--- src/include/chb_pkg.sv ---
// chb_pkg: constants, register layouts and carriers of the channel b controller
// assumes a 10 MHz sys_clk_i and a 32-bit register port with word addresses
package chb_pkg;
  localparam int DATA_W = 32;
  localparam int ADDR_W = 4;
  localparam int MODE_W = 3;
  localparam int TARGET_W = 8;
  localparam int PEAK_W = 4;
  localparam int PEAK_LOW_W = 2;
  localparam int PEAK_IDX_W = 5;
  localparam int SPACE_W = 4;
  localparam int TON_W = 4;
  localparam int THR_W = 4;
  localparam int GAIN_W = 5;
  localparam int START_W = 2;
  localparam int CNT_W = 12;
  localparam int TMR_W = 8;
  localparam int HOLD_W = 2;
  // register word addresses
  localparam logic [ADDR_W-1:0] ADDR_MODE = 4'h0;
  localparam logic [ADDR_W-1:0] ADDR_TARGET_B = 4'h1;
  localparam logic [ADDR_W-1:0] ADDR_PEAK = 4'h2;
  localparam logic [ADDR_W-1:0] ADDR_PULSE = 4'h3;
  localparam logic [ADDR_W-1:0] ADDR_LINEAR = 4'h4;
  localparam logic [ADDR_W-1:0] ADDR_TARGET_AC = 4'h5;
  localparam logic [ADDR_W-1:0] ADDR_STATUS = 4'h6;
  // mode field encodings
  localparam logic [MODE_W-1:0] B_MODE_BUCK = 3'h1;
  localparam logic [MODE_W-1:0] B_MODE_LINEAR = 3'h2;
  localparam logic [MODE_W-1:0] B_MODE_PARALLEL = 3'h3;
  localparam logic [MODE_W-1:0] A_MODE_PARALLEL = 3'h5;
  // timing
  localparam int CLK_PERIOD_NS = 100;
  localparam int SPACE_UNIT_NS = 300;
  localparam int SPACE_UNIT_CYC = (SPACE_UNIT_NS + CLK_PERIOD_NS - 1) / CLK_PERIOD_NS;
  localparam int TON_UNIT_NS = 70;
  localparam int TON_STEP = 4;
  localparam int PEAK_DELAY_NS = 25;
  localparam int PEAK_DELAY_CYC =
    (PEAK_DELAY_NS / CLK_PERIOD_NS < 1) ? 1 : PEAK_DELAY_NS / CLK_PERIOD_NS;
  localparam int LIN_PULSE_CYC_DEF = 4;
  localparam int LOW_PEAK_MULT = 4;
  localparam int LOW_PEAK_OFFSET = 2;

  typedef struct packed {
    logic linear_c_standalone_enable;
    logic [MODE_W-1:0] channel_a_mode_select;
    logic [MODE_W-1:0] channel_b_mode_select;
  } mode_reg_t;
  typedef struct packed {
    logic [TARGET_W-1:0] out_b_target_low_power;
    logic [TARGET_W-1:0] out_b_target_full_power;
  } target_b_reg_t;
  typedef struct packed {
    logic [TARGET_W-1:0] out_c_target;
    logic [TARGET_W-1:0] out_a_target;
  } target_ac_reg_t;
  typedef struct packed {
    logic [PEAK_LOW_W-1:0] channel_b_peak_code_low;
    logic [PEAK_W-1:0] channel_b_peak_code_full;
  } peak_reg_t;
  typedef struct packed {
    logic [THR_W-1:0] switch_to_linear_threshold;
    logic [TON_W-1:0] channel_b_on_time_cap;
    logic spacing_enable;
    logic [SPACE_W-1:0] channel_b_pulse_spacing;
  } pulse_reg_t;
  typedef struct packed {
    logic [START_W-1:0] linear_c_startup_current;
    logic [GAIN_W-1:0] linear_c_current_gain;
    logic [START_W-1:0] linear_b_startup_current;
    logic [GAIN_W-1:0] linear_b_current_gain;
  } linear_reg_t;
  typedef struct packed {
    logic [CNT_W-1:0] count_c;
    logic [CNT_W-1:0] count_b;
    logic low_power_applied;
    logic linear_c_on;
    logic linear_b_on;
    logic switching;
  } status_reg_t;
  typedef struct packed {
    logic [TARGET_W-1:0] target_code;
    logic [PEAK_IDX_W-1:0] peak_index;
  } op_point_t;

  // inrush limiting starts on, so a cold start is current limited by default
  localparam pulse_reg_t PULSE_RESET = '{spacing_enable: 1'b1, default: '0};

  function automatic logic [TMR_W-1:0] space_cycles(input logic [SPACE_W-1:0] code);
    return TMR_W'(SPACE_UNIT_CYC * (2 * int'(code) + 1));
  endfunction

  // longest time, so rounded down, never under one cycle
  function automatic logic [TMR_W-1:0] on_time_cycles(input logic [TON_W-1:0] code);
    int cyc;
    cyc = (TON_UNIT_NS * (1 + TON_STEP * int'(code))) / CLK_PERIOD_NS;
    if (cyc < 1) begin
      cyc = 1;
    end
    return TMR_W'(cyc);
  endfunction

  function automatic logic [PEAK_IDX_W-1:0] low_peak_index(input logic [PEAK_LOW_W-1:0] code);
    return PEAK_IDX_W'(LOW_PEAK_MULT * int'(code) + LOW_PEAK_OFFSET);
  endfunction
endpackage

--- src/logic/interval_timer.sv ---
// interval_timer: reloadable down counter, busy while nonzero
// assumes load and count are synchronous to sys_clk_i
`timescale 1ns/10ps
`default_nettype none
module interval_timer #(
  parameter int WIDTH = 8
) (
  // clock, reset, enable
  input wire logic sys_clk_i,
  input wire logic reset_n_i,
  input wire logic ce_i,
  // control
  input wire logic load_i,
  input wire logic [WIDTH-1:0] count_i,
  // status
  output logic busy_o
);
  logic [WIDTH-1:0] count_r;

  always_ff @(posedge sys_clk_i) begin
    if (!reset_n_i) begin
      count_r <= '0;
    end else if (ce_i) begin
      if (load_i) begin
        count_r <= count_i;
      end else if (count_r != '0) begin
        count_r <= count_r - 1'b1;
      end
    end
  end

  assign busy_o = (count_r != '0);
endmodule // interval_timer
`default_nettype wire

--- src/logic/op_select.sv ---
// op_select: picks the target and peak codes for the present energy state
// assumes the codes come straight from the configuration registers
`timescale 1ns/10ps
`default_nettype none
module op_select (
  // energy state
  input wire logic low_power_i,
  // configuration
  input wire chb_pkg::target_b_reg_t target_i,
  input wire chb_pkg::peak_reg_t peak_i,
  // selected operating point
  output chb_pkg::op_point_t op_o
);
  always_comb begin
    if (low_power_i) begin
      op_o.target_code = target_i.out_b_target_low_power;
      op_o.peak_index = chb_pkg::low_peak_index(peak_i.channel_b_peak_code_low);
    end else begin
      op_o.target_code = target_i.out_b_target_full_power;
      op_o.peak_index = chb_pkg::PEAK_IDX_W'(peak_i.channel_b_peak_code_full);
    end
  end
endmodule // op_select
`default_nettype wire

--- src/logic/buck_b_ctrl.sv ---
// buck_b_ctrl: pulse control of the step-down channel b with its linear
// regulator, plus the linear regulator c that may pair with channel a
// assumes comparator inputs are synchronous to sys_clk_i and that the
// analog stage turns target and peak codes into levels
`timescale 1ns/10ps
`default_nettype none
module buck_b_ctrl #(
  parameter int LIN_PULSE_CYC = chb_pkg::LIN_PULSE_CYC_DEF
) (
  // clock, reset and enable
  input wire logic sys_clk_i,
  input wire logic reset_n_i,
  input wire logic ce_i,
  // register port
  input wire logic [chb_pkg::ADDR_W-1:0] reg_addr_i,
  input wire logic [chb_pkg::DATA_W-1:0] reg_wdata_i,
  input wire logic reg_wr_i,
  input wire logic reg_rd_i,
  output logic [chb_pkg::DATA_W-1:0] reg_rdata_o,
  // energy state
  input wire logic low_power_i,
  // channel b comparators
  input wire logic demand_b_i,
  input wire logic peak_reached_i,
  input wire logic zero_cross_i,
  input wire logic headroom_b_low_i,
  input wire logic in_reg_b_i,
  // linear c comparators
  input wire logic demand_c_i,
  input wire logic headroom_a_low_i,
  input wire logic in_reg_c_i,
  // channel b stage
  output logic high_side_on_o,
  output logic low_side_on_o,
  output logic linear_b_pulse_o,
  output chb_pkg::op_point_t op_point_b_o,
  output logic [chb_pkg::THR_W-1:0] switch_to_linear_threshold_o,
  output logic [chb_pkg::GAIN_W-1:0] linear_b_current_gain_o,
  output logic [chb_pkg::START_W-1:0] linear_b_startup_current_o,
  output logic linear_b_startup_active_o,
  // linear c stage
  output logic linear_c_pulse_o,
  output logic linear_c_parallel_o,
  output logic [chb_pkg::TARGET_W-1:0] linear_c_target_o,
  output logic [chb_pkg::GAIN_W-1:0] linear_c_current_gain_o,
  output logic [chb_pkg::START_W-1:0] linear_c_startup_current_o,
  output logic linear_c_startup_active_o
);
  typedef enum logic [2:0] {
    ST_IDLE,
    ST_CHARGE,
    ST_PEAK_HOLD,
    ST_DISCHARGE,
    ST_LINEAR
  } pulse_state_t;

  pulse_state_t state_r;
  chb_pkg::mode_reg_t mode_r;
  chb_pkg::target_b_reg_t target_b_r;
  chb_pkg::target_ac_reg_t target_ac_r;
  chb_pkg::peak_reg_t peak_r;
  chb_pkg::pulse_reg_t pulse_r;
  chb_pkg::linear_reg_t linear_r;
  chb_pkg::status_reg_t status;
  chb_pkg::op_point_t op_sel;
  chb_pkg::op_point_t op_r;
  logic [chb_pkg::HOLD_W-1:0] hold_r;
  logic [chb_pkg::CNT_W-1:0] count_b_r;
  logic [chb_pkg::CNT_W-1:0] count_c_r;
  logic low_power_applied_r;
  logic c_on_r;
  logic reached_b_r;
  logic reached_c_r;
  logic b_enabled;
  logic b_linear_used;
  logic start_b;
  logic start_linear;
  logic cap_on;
  logic cap_hit;
  logic space_busy;
  logic ton_busy;
  logic lc_busy;
  logic c_parallel;
  logic c_enabled;
  logic start_c;
  logic status_wr;
  logic [chb_pkg::TMR_W-1:0] ton_load;

  function automatic logic parallel_takeover(input logic [chb_pkg::MODE_W-1:0] mode,
                                             input logic [chb_pkg::MODE_W-1:0] par_code,
                                             input logic headroom_low);
    return (mode == par_code) && headroom_low;
  endfunction

  // configuration registers
  always_ff @(posedge sys_clk_i) begin
    if (!reset_n_i) begin
      mode_r <= '0;
      target_b_r <= '0;
      target_ac_r <= '0;
      peak_r <= '0;
      pulse_r <= chb_pkg::PULSE_RESET;
      linear_r <= '0;
    end else if (ce_i && reg_wr_i) begin
      case (reg_addr_i)
        chb_pkg::ADDR_MODE: begin
          mode_r <= chb_pkg::mode_reg_t'(reg_wdata_i[$bits(chb_pkg::mode_reg_t)-1:0]);
        end
        chb_pkg::ADDR_TARGET_B: begin
          target_b_r <=
            chb_pkg::target_b_reg_t'(reg_wdata_i[$bits(chb_pkg::target_b_reg_t)-1:0]);
        end
        chb_pkg::ADDR_TARGET_AC: begin
          target_ac_r <=
            chb_pkg::target_ac_reg_t'(reg_wdata_i[$bits(chb_pkg::target_ac_reg_t)-1:0]);
        end
        chb_pkg::ADDR_PEAK: begin
          peak_r <= chb_pkg::peak_reg_t'(reg_wdata_i[$bits(chb_pkg::peak_reg_t)-1:0]);
        end
        chb_pkg::ADDR_PULSE: begin
          pulse_r <= chb_pkg::pulse_reg_t'(reg_wdata_i[$bits(chb_pkg::pulse_reg_t)-1:0]);
        end
        chb_pkg::ADDR_LINEAR: begin
          linear_r <= chb_pkg::linear_reg_t'(reg_wdata_i[$bits(chb_pkg::linear_reg_t)-1:0]);
        end
        default: begin
        end
      endcase
    end
  end

  assign status_wr = reg_wr_i && (reg_addr_i == chb_pkg::ADDR_STATUS);

  // read data stand only in the cycle after the strobe; unmapped words read zero
  always_ff @(posedge sys_clk_i) begin
    if (!reset_n_i) begin
      reg_rdata_o <= '0;
    end else if (ce_i) begin
      reg_rdata_o <= '0;
      if (reg_rd_i) begin
        case (reg_addr_i)
          chb_pkg::ADDR_MODE: reg_rdata_o <= chb_pkg::DATA_W'(mode_r);
          chb_pkg::ADDR_TARGET_B: reg_rdata_o <= chb_pkg::DATA_W'(target_b_r);
          chb_pkg::ADDR_TARGET_AC: reg_rdata_o <= chb_pkg::DATA_W'(target_ac_r);
          chb_pkg::ADDR_PEAK: reg_rdata_o <= chb_pkg::DATA_W'(peak_r);
          chb_pkg::ADDR_PULSE: reg_rdata_o <= chb_pkg::DATA_W'(pulse_r);
          chb_pkg::ADDR_LINEAR: reg_rdata_o <= chb_pkg::DATA_W'(linear_r);
          chb_pkg::ADDR_STATUS: reg_rdata_o <= chb_pkg::DATA_W'(status);
          default: reg_rdata_o <= '0;
        endcase
      end
    end
  end

  // mode decode; any code other than the three step-down ones keeps the channel off
  assign b_enabled = (mode_r.channel_b_mode_select == chb_pkg::B_MODE_BUCK) ||
                     (mode_r.channel_b_mode_select == chb_pkg::B_MODE_LINEAR) ||
                     (mode_r.channel_b_mode_select == chb_pkg::B_MODE_PARALLEL);
  assign b_linear_used = (mode_r.channel_b_mode_select == chb_pkg::B_MODE_LINEAR) ||
                         (mode_r.channel_b_mode_select == chb_pkg::B_MODE_PARALLEL);
  // the headroom comparator compares against the threshold driven out below
  assign start_linear = (mode_r.channel_b_mode_select == chb_pkg::B_MODE_LINEAR) ||
                        parallel_takeover(mode_r.channel_b_mode_select,
                                          chb_pkg::B_MODE_PARALLEL, headroom_b_low_i);
  assign start_b = (state_r == ST_IDLE) && b_enabled && demand_b_i && !space_busy;
  assign cap_on = (pulse_r.channel_b_on_time_cap != '0);
  assign cap_hit = cap_on && !ton_busy;
  assign ton_load = start_linear ?
                    chb_pkg::TMR_W'(LIN_PULSE_CYC - 1) :
                    chb_pkg::TMR_W'(chb_pkg::on_time_cycles(pulse_r.channel_b_on_time_cap) - 1);

  op_select u_op_select (
    .low_power_i(low_power_i),
    .target_i(target_b_r),
    .peak_i(peak_r),
    .op_o(op_sel)
  );

  // spacing runs from one pulse start to the next, switching or linear alike
  interval_timer #(
    .WIDTH(chb_pkg::TMR_W)
  ) u_space_timer (
    .sys_clk_i(sys_clk_i),
    .reset_n_i(reset_n_i),
    .ce_i(ce_i),
    .load_i(start_b && pulse_r.spacing_enable),
    .count_i(chb_pkg::TMR_W'(chb_pkg::space_cycles(pulse_r.channel_b_pulse_spacing) - 1)),
    .busy_o(space_busy)
  );

  // one timer serves the on-time cap and the linear pulse length
  interval_timer #(
    .WIDTH(chb_pkg::TMR_W)
  ) u_ton_timer (
    .sys_clk_i(sys_clk_i),
    .reset_n_i(reset_n_i),
    .ce_i(ce_i),
    .load_i(start_b),
    .count_i(ton_load),
    .busy_o(ton_busy)
  );

  // channel b pulse sequence
  always_ff @(posedge sys_clk_i) begin
    if (!reset_n_i) begin
      state_r <= ST_IDLE;
    end else if (ce_i) begin
      case (state_r)
        ST_IDLE: begin
          if (start_b) begin
            state_r <= start_linear ? ST_LINEAR : ST_CHARGE;
          end
        end
        ST_CHARGE: begin
          if (cap_hit) begin
            state_r <= ST_DISCHARGE;
          end else if (peak_reached_i) begin
            state_r <= ST_PEAK_HOLD;
          end
        end
        ST_PEAK_HOLD: begin
          if (hold_r == '0) begin
            state_r <= ST_DISCHARGE;
          end
        end
        ST_DISCHARGE: begin
          if (zero_cross_i) begin
            state_r <= ST_IDLE;
          end
        end
        ST_LINEAR: begin
          if (!ton_busy) begin
            state_r <= ST_IDLE;
          end
        end
        default: state_r <= ST_IDLE;
      endcase
    end
  end

  // response delay after the peak comparator, so the real peak overshoots the base
  always_ff @(posedge sys_clk_i) begin
    if (!reset_n_i) begin
      hold_r <= '0;
    end else if (ce_i) begin
      if (state_r == ST_CHARGE) begin
        hold_r <= chb_pkg::HOLD_W'(chb_pkg::PEAK_DELAY_CYC - 1);
      end else if (hold_r != '0) begin
        hold_r <= hold_r - 1'b1;
      end
    end
  end

  // codes track the energy state while idle and freeze for the pulse in flight
  always_ff @(posedge sys_clk_i) begin
    if (!reset_n_i) begin
      op_r <= '0;
      low_power_applied_r <= 1'b0;
    end else if (ce_i && state_r == ST_IDLE) begin
      op_r <= op_sel;
      low_power_applied_r <= low_power_i;
    end
  end

  assign high_side_on_o = (state_r == ST_CHARGE) || (state_r == ST_PEAK_HOLD);
  assign low_side_on_o = (state_r == ST_DISCHARGE);
  assign linear_b_pulse_o = (state_r == ST_LINEAR);
  assign op_point_b_o = op_r;
  assign switch_to_linear_threshold_o = pulse_r.switch_to_linear_threshold;
  assign linear_b_current_gain_o = linear_r.linear_b_current_gain;
  assign linear_b_startup_current_o = linear_r.linear_b_startup_current;
  assign linear_c_current_gain_o = linear_r.linear_c_current_gain;
  assign linear_c_startup_current_o = linear_r.linear_c_startup_current;

  // linear c: parallel with channel a beats the standalone enable
  assign c_parallel = (mode_r.channel_a_mode_select == chb_pkg::A_MODE_PARALLEL);
  assign c_enabled = c_parallel || mode_r.linear_c_standalone_enable;
  assign start_c = demand_c_i && !c_on_r && (c_parallel ?
                   parallel_takeover(mode_r.channel_a_mode_select,
                                     chb_pkg::A_MODE_PARALLEL, headroom_a_low_i) :
                   mode_r.linear_c_standalone_enable);

  interval_timer #(
    .WIDTH(chb_pkg::TMR_W)
  ) u_lc_timer (
    .sys_clk_i(sys_clk_i),
    .reset_n_i(reset_n_i),
    .ce_i(ce_i),
    .load_i(start_c),
    .count_i(chb_pkg::TMR_W'(LIN_PULSE_CYC - 1)),
    .busy_o(lc_busy)
  );

  always_ff @(posedge sys_clk_i) begin
    if (!reset_n_i) begin
      c_on_r <= 1'b0;
    end else if (ce_i) begin
      if (start_c) begin
        c_on_r <= 1'b1;
      end else if (!lc_busy) begin
        c_on_r <= 1'b0;
      end
    end
  end

  always_ff @(posedge sys_clk_i) begin
    if (!reset_n_i) begin
      linear_c_parallel_o <= 1'b0;
      linear_c_target_o <= '0;
    end else if (ce_i) begin
      linear_c_parallel_o <= c_parallel;
      linear_c_target_o <= c_parallel ? target_ac_r.out_a_target :
                                        target_ac_r.out_c_target;
    end
  end

  assign linear_c_pulse_o = c_on_r;

  // startup limit holds until the output first reaches target; disabling rearms it
  always_ff @(posedge sys_clk_i) begin
    if (!reset_n_i) begin
      reached_b_r <= 1'b0;
      reached_c_r <= 1'b0;
    end else if (ce_i) begin
      reached_b_r <= b_linear_used && (reached_b_r || in_reg_b_i);
      reached_c_r <= c_enabled && (reached_c_r || in_reg_c_i);
    end
  end

  assign linear_b_startup_active_o = !reached_b_r;
  assign linear_c_startup_active_o = !reached_c_r;

  // pulse counters wrap; a status write clears them but a pulse in that cycle still counts
  always_ff @(posedge sys_clk_i) begin
    if (!reset_n_i) begin
      count_b_r <= '0;
      count_c_r <= '0;
    end else if (ce_i) begin
      if (start_b) begin
        count_b_r <= status_wr ? chb_pkg::CNT_W'(1) : count_b_r + 1'b1;
      end else if (status_wr) begin
        count_b_r <= '0;
      end
      if (start_c) begin
        count_c_r <= status_wr ? chb_pkg::CNT_W'(1) : count_c_r + 1'b1;
      end else if (status_wr) begin
        count_c_r <= '0;
      end
    end
  end

  always_comb begin
    status.count_c = count_c_r;
    status.count_b = count_b_r;
    status.low_power_applied = low_power_applied_r;
    status.linear_c_on = c_on_r;
    status.linear_b_on = (state_r == ST_LINEAR);
    status.switching = (state_r == ST_CHARGE) || (state_r == ST_PEAK_HOLD) ||
                       (state_r == ST_DISCHARGE);
  end
endmodule // buck_b_ctrl
`default_nettype wire

--- config.mk ---
export PLATFORM = sky130hd
export DESIGN_NAME = buck_b_ctrl
export DESIGN_NICKNAME = d
export VERILOG_FILES = /design/src/include/chb_pkg.sv /design/src/logic/interval_timer.sv /design/src/logic/op_select.sv /design/src/logic/buck_b_ctrl.sv
export SDC_FILE = /design/constraint.sdc
export NUM_CORES = 1
export LEC_CHECK = 0
export BUFFER_PORTS_ARGS = -buffer_cell sky130_fd_sc_hd__buf_2
export CORE_UTILIZATION = 54
export CTS_CLUSTER_SIZE = 24
export DETAILED_ROUTE_END_ITERATION = 16
export GPL_TIMING_DRIVEN = 0
export HOLD_SLACK_MARGIN = 0.02
export MAX_ROUTING_LAYER = met4
export PLACE_DENSITY = 0.78
export SYNTH_ARGS = -nofsm -noshare
export SYNTH_HDL_FRONTEND = slang
export SYNTH_SLANG_ARGS = --single-unit
--- constraint.sdc ---
create_clock -name sys_clk_i -period 8 [get_ports sys_clk_i]
set_clock_uncertainty 0.15 [all_clocks]
set_input_delay 0.4 -clock sys_clk_i [delete_from_list [all_inputs] [get_ports sys_clk_i]]
set_output_delay 0.4 -clock sys_clk_i [all_outputs]
set_load 0.03 [all_outputs]
==> results by group, run 1 <==
Routing
  – DRT Pass-1 Iters: 8
  – Starting DRT DRC Count: 1439
  – Post-route ant nets: 0
  – DR vias: 11700
  – # DRC: 0
  – Via density: 6.28
  – Routed WL per cell: 19.6 microns
  – Total Routed Length: 36.5 mm

GRT
  – Total global-route track usage: 36.5%
  – Largest net degree at the start of global routing: 20
  – Initial antenna violation count: 3
  – Congestion Overflow GR: 0
  – First-pass GRT wire length: 56.1 mm
  – Number of global-route vias before repair: 10400

Cells and area
  – Most frequent cells in the layout: nand2_1 (200), dfxtp_1 (174), nor2_1 (164), a21oi_1 (149), buf_2 (106)
  – Fraction of layout cells with a size suffix above 1: 20.9%
  – # fillers: 1635
  – Most common cell after layout, fill and taps aside: nand2_1
  – Layout Cells excl Fill: 1858
  – Final Core Density: 68.0%
  – Post-layout net count: 1662
  – Layout area overhead: 23.4%
  – Final Cell Area: 13300 sq um

Floorplanning
  – Initial Utilization: 55.1%
  – IO Count: 128
  – Total core area: 19500 sq um
  – Rows: 51
  – Die X: 143 microns
  – Die Ht: 143 microns
  – Area of the die: 20500 sq um

Setup path
  – Worst setup SP type: flop
  – Crit-path max FO: 7
  – Critical Path RT: 8.20 ns
  – Crit-path max cell delay: 0.51 ns
  – Slowest cell on the critical path: fa_1
  – CP Class: reg2reg
  – Crit path DAT: 8.34 ns
  – Reg2reg path depth: 38
  – R2R Setup Slk: -0.13 ns
  – Endpoint class of the critical path: flop

Timing
  – Least-Margin Pin Slew: 1.29 ns
  – Slew Viols, Final: 0
  – RSZ-0062 raised after global routing: yes
  – Min Clock Period, post-route: 8.13 ns
  – Smallest hold slack: 0.0761 ns
  – Max-slew headroom: 13.3%
  – Fin crit share: 102%
  – Final WS setup: -0.134 ns
  – Setup violators final: 2
  – Setup TNS: -0.246 ns
  – Peak Freq: 0.123 GHz
  – Final hold violation count: 0

Yosys
  – Dominant cell type by area after synthesis: dfxtp_1
  – Post-Synth XOR/XNOR Area: 3.57%
  – FF+latch count, synth: 178
  – Synth area leaders: dfxtp_1 (33%), a21oi_1 (7.1%), nand2_1 (7.1%)
  – Number of synthesized flops with an enable pin: 0
  – Avg Inst Size Synth: 7.77 sq um
  – Mapped cell area: 10800 sq um
  – Asr flop ratio synth: 0%
  – Complex-gate fraction of the synthesized area: 25.9%
  – Main synth FF type: dfxtp_1
  – Post-synthesis mux area share: 3.66%
  – Adder-Cell Fraction of Synth Area: 4.58%
  – Yosys warning count: 0
  – Register area share after synthesis: 33.1%
  – Largest family of logic cells by synthesized area: compound AO/OA/AOI/OAI gates
  – Netlist cell types: 103
  – Post-Syn Instances: 1386
  – Post-Synth Simple-Gate Area: 24.0%
  – Yosys top cell area share: 33.1%

Clock tree
  – Hold-fix buffers, CTS: 0
  – CTS tree: yes
  – Clock slew at reported path FFs: 0.08 ns
  – CTS H-tree lvls: 4
  – Worst skew pair latency: 0.45 ns
  – CTS Buf Count: 17
  – Clock tree buffer depth: 2
  – CTS sink cnt: 178
  – Root Buffer: clkbuf_16

Status
  – Violated checks: negative setup slack
  – Status: finished with violations

Power
  – Maximum vdd drop: 0.000168 V
  – Pwr per Cell Area: 178 nW/um^2
  – Leakage: 5.25 nW

Placement
  – Placed insts: 1759
  – Area after DPL: 11700 sq um
  – Routability Congestion: 1.02
  – DP Wirelength: 25.9 mm
  – PortBufs: 104

Worst hold path
  – Hold depth: 3
  – Min-delay worst type: in2reg

Job
  – Max_cap viols: 0
cells in the mapped netlist (11+ instances only):
cell and instances:
o211ai_1 12, a31oi_1 17, inv_1 40, mux2i_1 36, a211oi_1 31, clkbuf_1 68, ha_1 33, or3_1 15
and3_1 21, xnor2_1 23, xor2_1 19, nor3_1 39, nor2_1 168, buf_4 11, nand2_1 203, nand3_1 34
dfxtp_1 178, a21oi_1 153, a22oi_1 40, o21ai_0 35, a222oi_1 11
power breakdown:
| group | leakage, nW | internal, mW | switching [mW] | total [mW] |
|---|---|---|---|---|
| registers | 1.44 | 0.941 | 0.0462 | 0.988 |
| clock network | 0.293 | 0.451 | 0.419 | 0.870 |
| logic | 3.51 | 0.202 | 0.308 | 0.511 |
layer usage:
layer | vias to the layer above | routed length [microns] | track usage, %
met5 | - | 0 | -
met4 | 0 | 1520 | 15.4
met3 | 113 | 3450 | 5.57
met2 | 698 | 16300 | 55.9
met1 | 5491 | 15200 | 47.8
li1 | 5372 | - | -
critical path, delay by kind of cell (launching register included):
kind	cells	cell delay, ns
AOI/OAI and AO/OA	15	3.41
xor gates and xnor gates	2	0.28
adders and majority gates	6	1.60
buffers and inverters	2	0.28
DFF	1	0.38
muxes	1	0.32
and+or+nand+nor	12	1.61
stage by stage:
step / power (mW) / worst slack [ns]
3_3_place_gp: 1.48 / -1.05
4_1_cts: 2.34 / -0.151
5_1_grt: 2.47 / -0.493
2_1_floorplan: 1.37 / 0.0126
6_report: 2.37 / -0.134
3_5_place_dp: 1.49 / -1.12
final timing paths:
check / from / to
max: pulse_r[7]$_SDFFE_PN0P_ / u_ton_timer.count_r[4]$_SDFFE_PN0P_
min: reg_wdata_i[14] / target_b_r[14]$_SDFFE_PN0P_
max reg2reg: pulse_r[7]$_SDFFE_PN0P_ / u_ton_timer.count_r[4]$_SDFFE_PN0P_
min reg2reg: target_ac_r[10]$_SDFFE_PN0P_ / target_ac_r[10]$_SDFFE_PN0P_
timing repair:
action / CTS / global route
gates cloned: 0 / 0
gates resized for setup: 55 / 55
pin swaps: 41 / 37
buffers inserted: 40 / 23
setup endpoints to repair: 5 / 5
cell families (layout without fill, tap and decap cells):
kind of cell	count (synthesis)	in the layout
AND/OR/NAND/NOR	558	558
AO/OA/AOI/OAI	397	397
flip-flops	178	178
buffers and inverters	132	331
XOR/XNOR	43	43
multiplexers	39	39
adder cells (fa/ha/maj)	38	38
other	1	9
area by class of cell:
class	instances	area [sq um]	area share, %
antenna	4	10.0	0.0753
buffer	87	424	3.19
clock buffer	17	425	3.20
clock inverter	15	183	1.37
inverter	45	180	1.36
multi-input combinational	1080	7150	53.8
sequential	178	3570	26.9
tap	265	332	2.50
timing repair buffer	167	1010	7.57
registers in the layout (all words and copies together), names as in the netlist, 9 cells and up:
| signal | flops |
|---|---|
| reg_rdata_o | 28 |
| target_ac_r | 16 |
| target_b_r | 16 |
| count_b_r | 12 |
| count_c_r | 12 |
| op_point_b_o | 12 |
| pulse_r | 9 |
No activity file was read; power rests on OpenSTA's default activity.
==> run 2: changes to the inputs <==
CORE_UTILIZATION = 45   (was 54)
PLACE_DENSITY = 0.67   (was 0.78)
==> run 2 against run 1 <==
The run still ends with negative setup slack left. Sequential cell count is the same. Register-to-register slack got worse by 0.16 ns. Sequential power about the same. Critical path type unchanged. Design area grew 1.5%. Setup slack worse by 0.16 ns. Utilization shrank 11 points. First-iteration DRC count shrank 22%. Critical path depth up 2. Cell count increased by 3.4%. Routed wire length grew 4.3%. Power fell by 2.7%.
==> results by group, run 2 (same netlist as run 1, synthesis figures left out) <==
Timing
  – Final hold violation count: 0
  – RSZ-0062 raised after global routing: yes
  – Peak Freq: 0.121 GHz
  – Least-Margin Pin Slew: 1.23 ns
  – Max-slew headroom: 17.5%
  – Final WS setup: -0.296 ns
  – Slew Viols, Final: 0
  – Min Clock Period, post-route: 8.30 ns
  – Fin crit share: 104%
  – Setup violators final: 3

Worst hold path
  – Min-delay src: reg_wdata_i[15]
  – Hold depth: 3
  – Min-delay worst type: in2reg
  – Hold Path End: target_ac_r[15]$_SDFFE_PN0P_

Power
  – Pwr per Cell Area: 171 nW/um^2
  – Leakage: 5.32 nW
  – Maximum vdd drop: 0.000153 V
  – Final Power: 2.30 mW

Floorplanning
  – Die X: 157 microns
  – IO Count: 128
  – Area of the die: 24500 sq um
  – Die Ht: 157 microns
  – Initial Utilization: 45.9%
  – Total core area: 23500 sq um
  – Rows: 56

Routing
  – Post-route ant nets: 0
  – # DRC: 0
  – Routed WL per cell: 19.8 microns
  – Via density: 6.03
  – DR vias: 11600
  – Starting DRT DRC Count: 1122
  – DRT Pass-1 Iters: 6
  – Total Routed Length: 38.0 mm

Status
  – Violated checks: negative setup slack
  – Status: finished with violations

Clock tree
  – Hold-fix buffers, CTS: 0
  – Clock slew at reported path FFs: 0.07 ns
  – CTS tree: yes
  – CTS sink cnt: 178
  – Root Buffer: clkbuf_16
  – CTS Buf Count: 17
  – CTS H-tree lvls: 4
  – Clock tree buffer depth: 2
  – Worst skew pair latency: 0.44 ns

Cells and area
  – Biggest register: reg_rdata_o
  – Most common cell after layout, fill and taps aside: nand2_1
  – Layout area overhead: 25.3%
  – Post-layout net count: 1675
  – # fillers: 2156
  – Max reg flops: 28
  – Fraction of layout cells with a size suffix above 1: 21.9%
  – Most frequent cells in the layout: nand2_1 (201), dfxtp_1 (174), nor2_1 (162), a21oi_1 (148), buf_2 (106)
  – Largest regs: reg_rdata_o (28), target_ac_r (16), target_b_r (16)
  – ANT cells: 0

Placement
  – PortBufs: 104
  – DP Wirelength: 26.9 mm
  – Routability Congestion: 0.968
  – Place WS: -1.13 ns

Setup path
  – Reg2reg path depth: 40
  – Slowest cell on the critical path: or4_4
  – CP Class: reg2reg
  – Crit path DAT: 8.51 ns
  – Critical Path RT: 8.22 ns
  – Cell mode on critical path: ha_4
  – R2R Setup Slk: -0.30 ns
  – Crit-path max cell delay: 0.54 ns
  – Endpoint class of the critical path: flop
  – Worst setup SP type: flop
  – Worst r2r dst: u_ton_timer.count_r[2]$_SDFFE_PN0P_
  – Worst R2R Start: pulse_r[7]$_SDFFE_PN0P_
  – Crit-path max FO: 5

GRT
  – Number of global-route vias before repair: 10700
  – First-pass GRT wire length: 57.8 mm
  – Congestion Overflow GR: 0
  – Total global-route track usage: 31.3%
  – Largest net degree at the start of global routing: 18
  – Initial antenna violation count: 0

Job
  – Max_cap viols: 0
-- run 2: worst max path at each step --
stage	startpoint	end	slack, ns	cells after the start
2_1_floorplan	pulse_r[8]$_SDFFE_PN0P_	u_ton_timer.count_r[4]$_SDFFE_PN0P_	0.01	37
3_3_place_gp	pulse_r[8]$_SDFFE_PN0P_	u_ton_timer.count_r[4]$_SDFFE_PN0P_	-1.08	38
3_5_place_dp	pulse_r[8]$_SDFFE_PN0P_	u_ton_timer.count_r[4]$_SDFFE_PN0P_	-1.13	38
4_1_cts	pulse_r[7]$_SDFFE_PN0P_	u_ton_timer.count_r[4]$_SDFFE_PN0P_	-0.19	38
5_1_grt	pulse_r[8]$_SDFFE_PN0P_	u_ton_timer.count_r[4]$_SDFFE_PN0P_	-0.64	41
6_report	pulse_r[7]$_SDFFE_PN0P_	u_ton_timer.count_r[2]$_SDFFE_PN0P_	-0.30	40
-- run 2: area by class of cell --
class / count / area [sq um] / share of cell area [%]
clock inverters: 14 / 120 / 0.891
inverters: 45 / 176 / 1.31
plain buffers: 87 / 415 / 3.08
flip-flops and latches: 178 / 3570 / 26.5
well taps: 319 / 399 / 2.96
multi-input cells: 1080 / 7250 / 53.8
clock buffers: 18 / 429 / 3.18
repair buffers: 180 / 1120 / 8.29
-- run 2: where the power goes --
group          internal, mW  total (mW)  switching (mW)
clock network         0.407       0.799           0.392
logic                 0.207       0.518           0.311
registers             0.942       0.987          0.0451
total                  1.56        2.30           0.748
-- run 2: routing by layer --
layer | global-route usage (%) | share of wire (%)
met1 | 40.0 | 42
met5 | - | 0
met3 | 4.02 | 7.5
met2 | 48.3 | 45
met4 | 16.2 | 5.0
-- run 2: critical path, delay by kind of cell, from the launching register on --
family / cells / cell delay, ns
XOR/XNOR: 3 / 0.38
buffers and inverters: 6 / 0.69
flip-flops: 1 / 0.37
AND/OR/NAND/NOR: 8 / 1.40
adder cells (fa/ha/maj): 7 / 1.70
AO/OA/AOI/OAI: 16 / 3.52
-- run 2: per-stage QoR --
step | std cells | hold WS [ns] | setup TNS [ns] | cell area, sq um | util [%]
CTS | 1894 | 0.0799 | -0.343 | 13000 | 55.4
global route | 1921 | 0.0891 | -1.90 | 13500 | 57.4
detailed placement | 1813 | 0.312 | -4.06 | 11700 | 50.0
floorplan | 1390 | 0.295 | 0 | 10800 | -
global placement | 1813 | 0.309 | -3.79 | 11700 | 50.0
finish | 1921 | 0.0901 | -0.738 | 13500 | 57.4
-- run 2: repair_timing --
action / in CTS / in global routing
setup buffers: 49 / 27
pin swaps: 45 / 52
setup endpoints to repair: 5 / 4
gates resized for setup: 70 / 58
endpoints found under the hold margin: 0 / 0
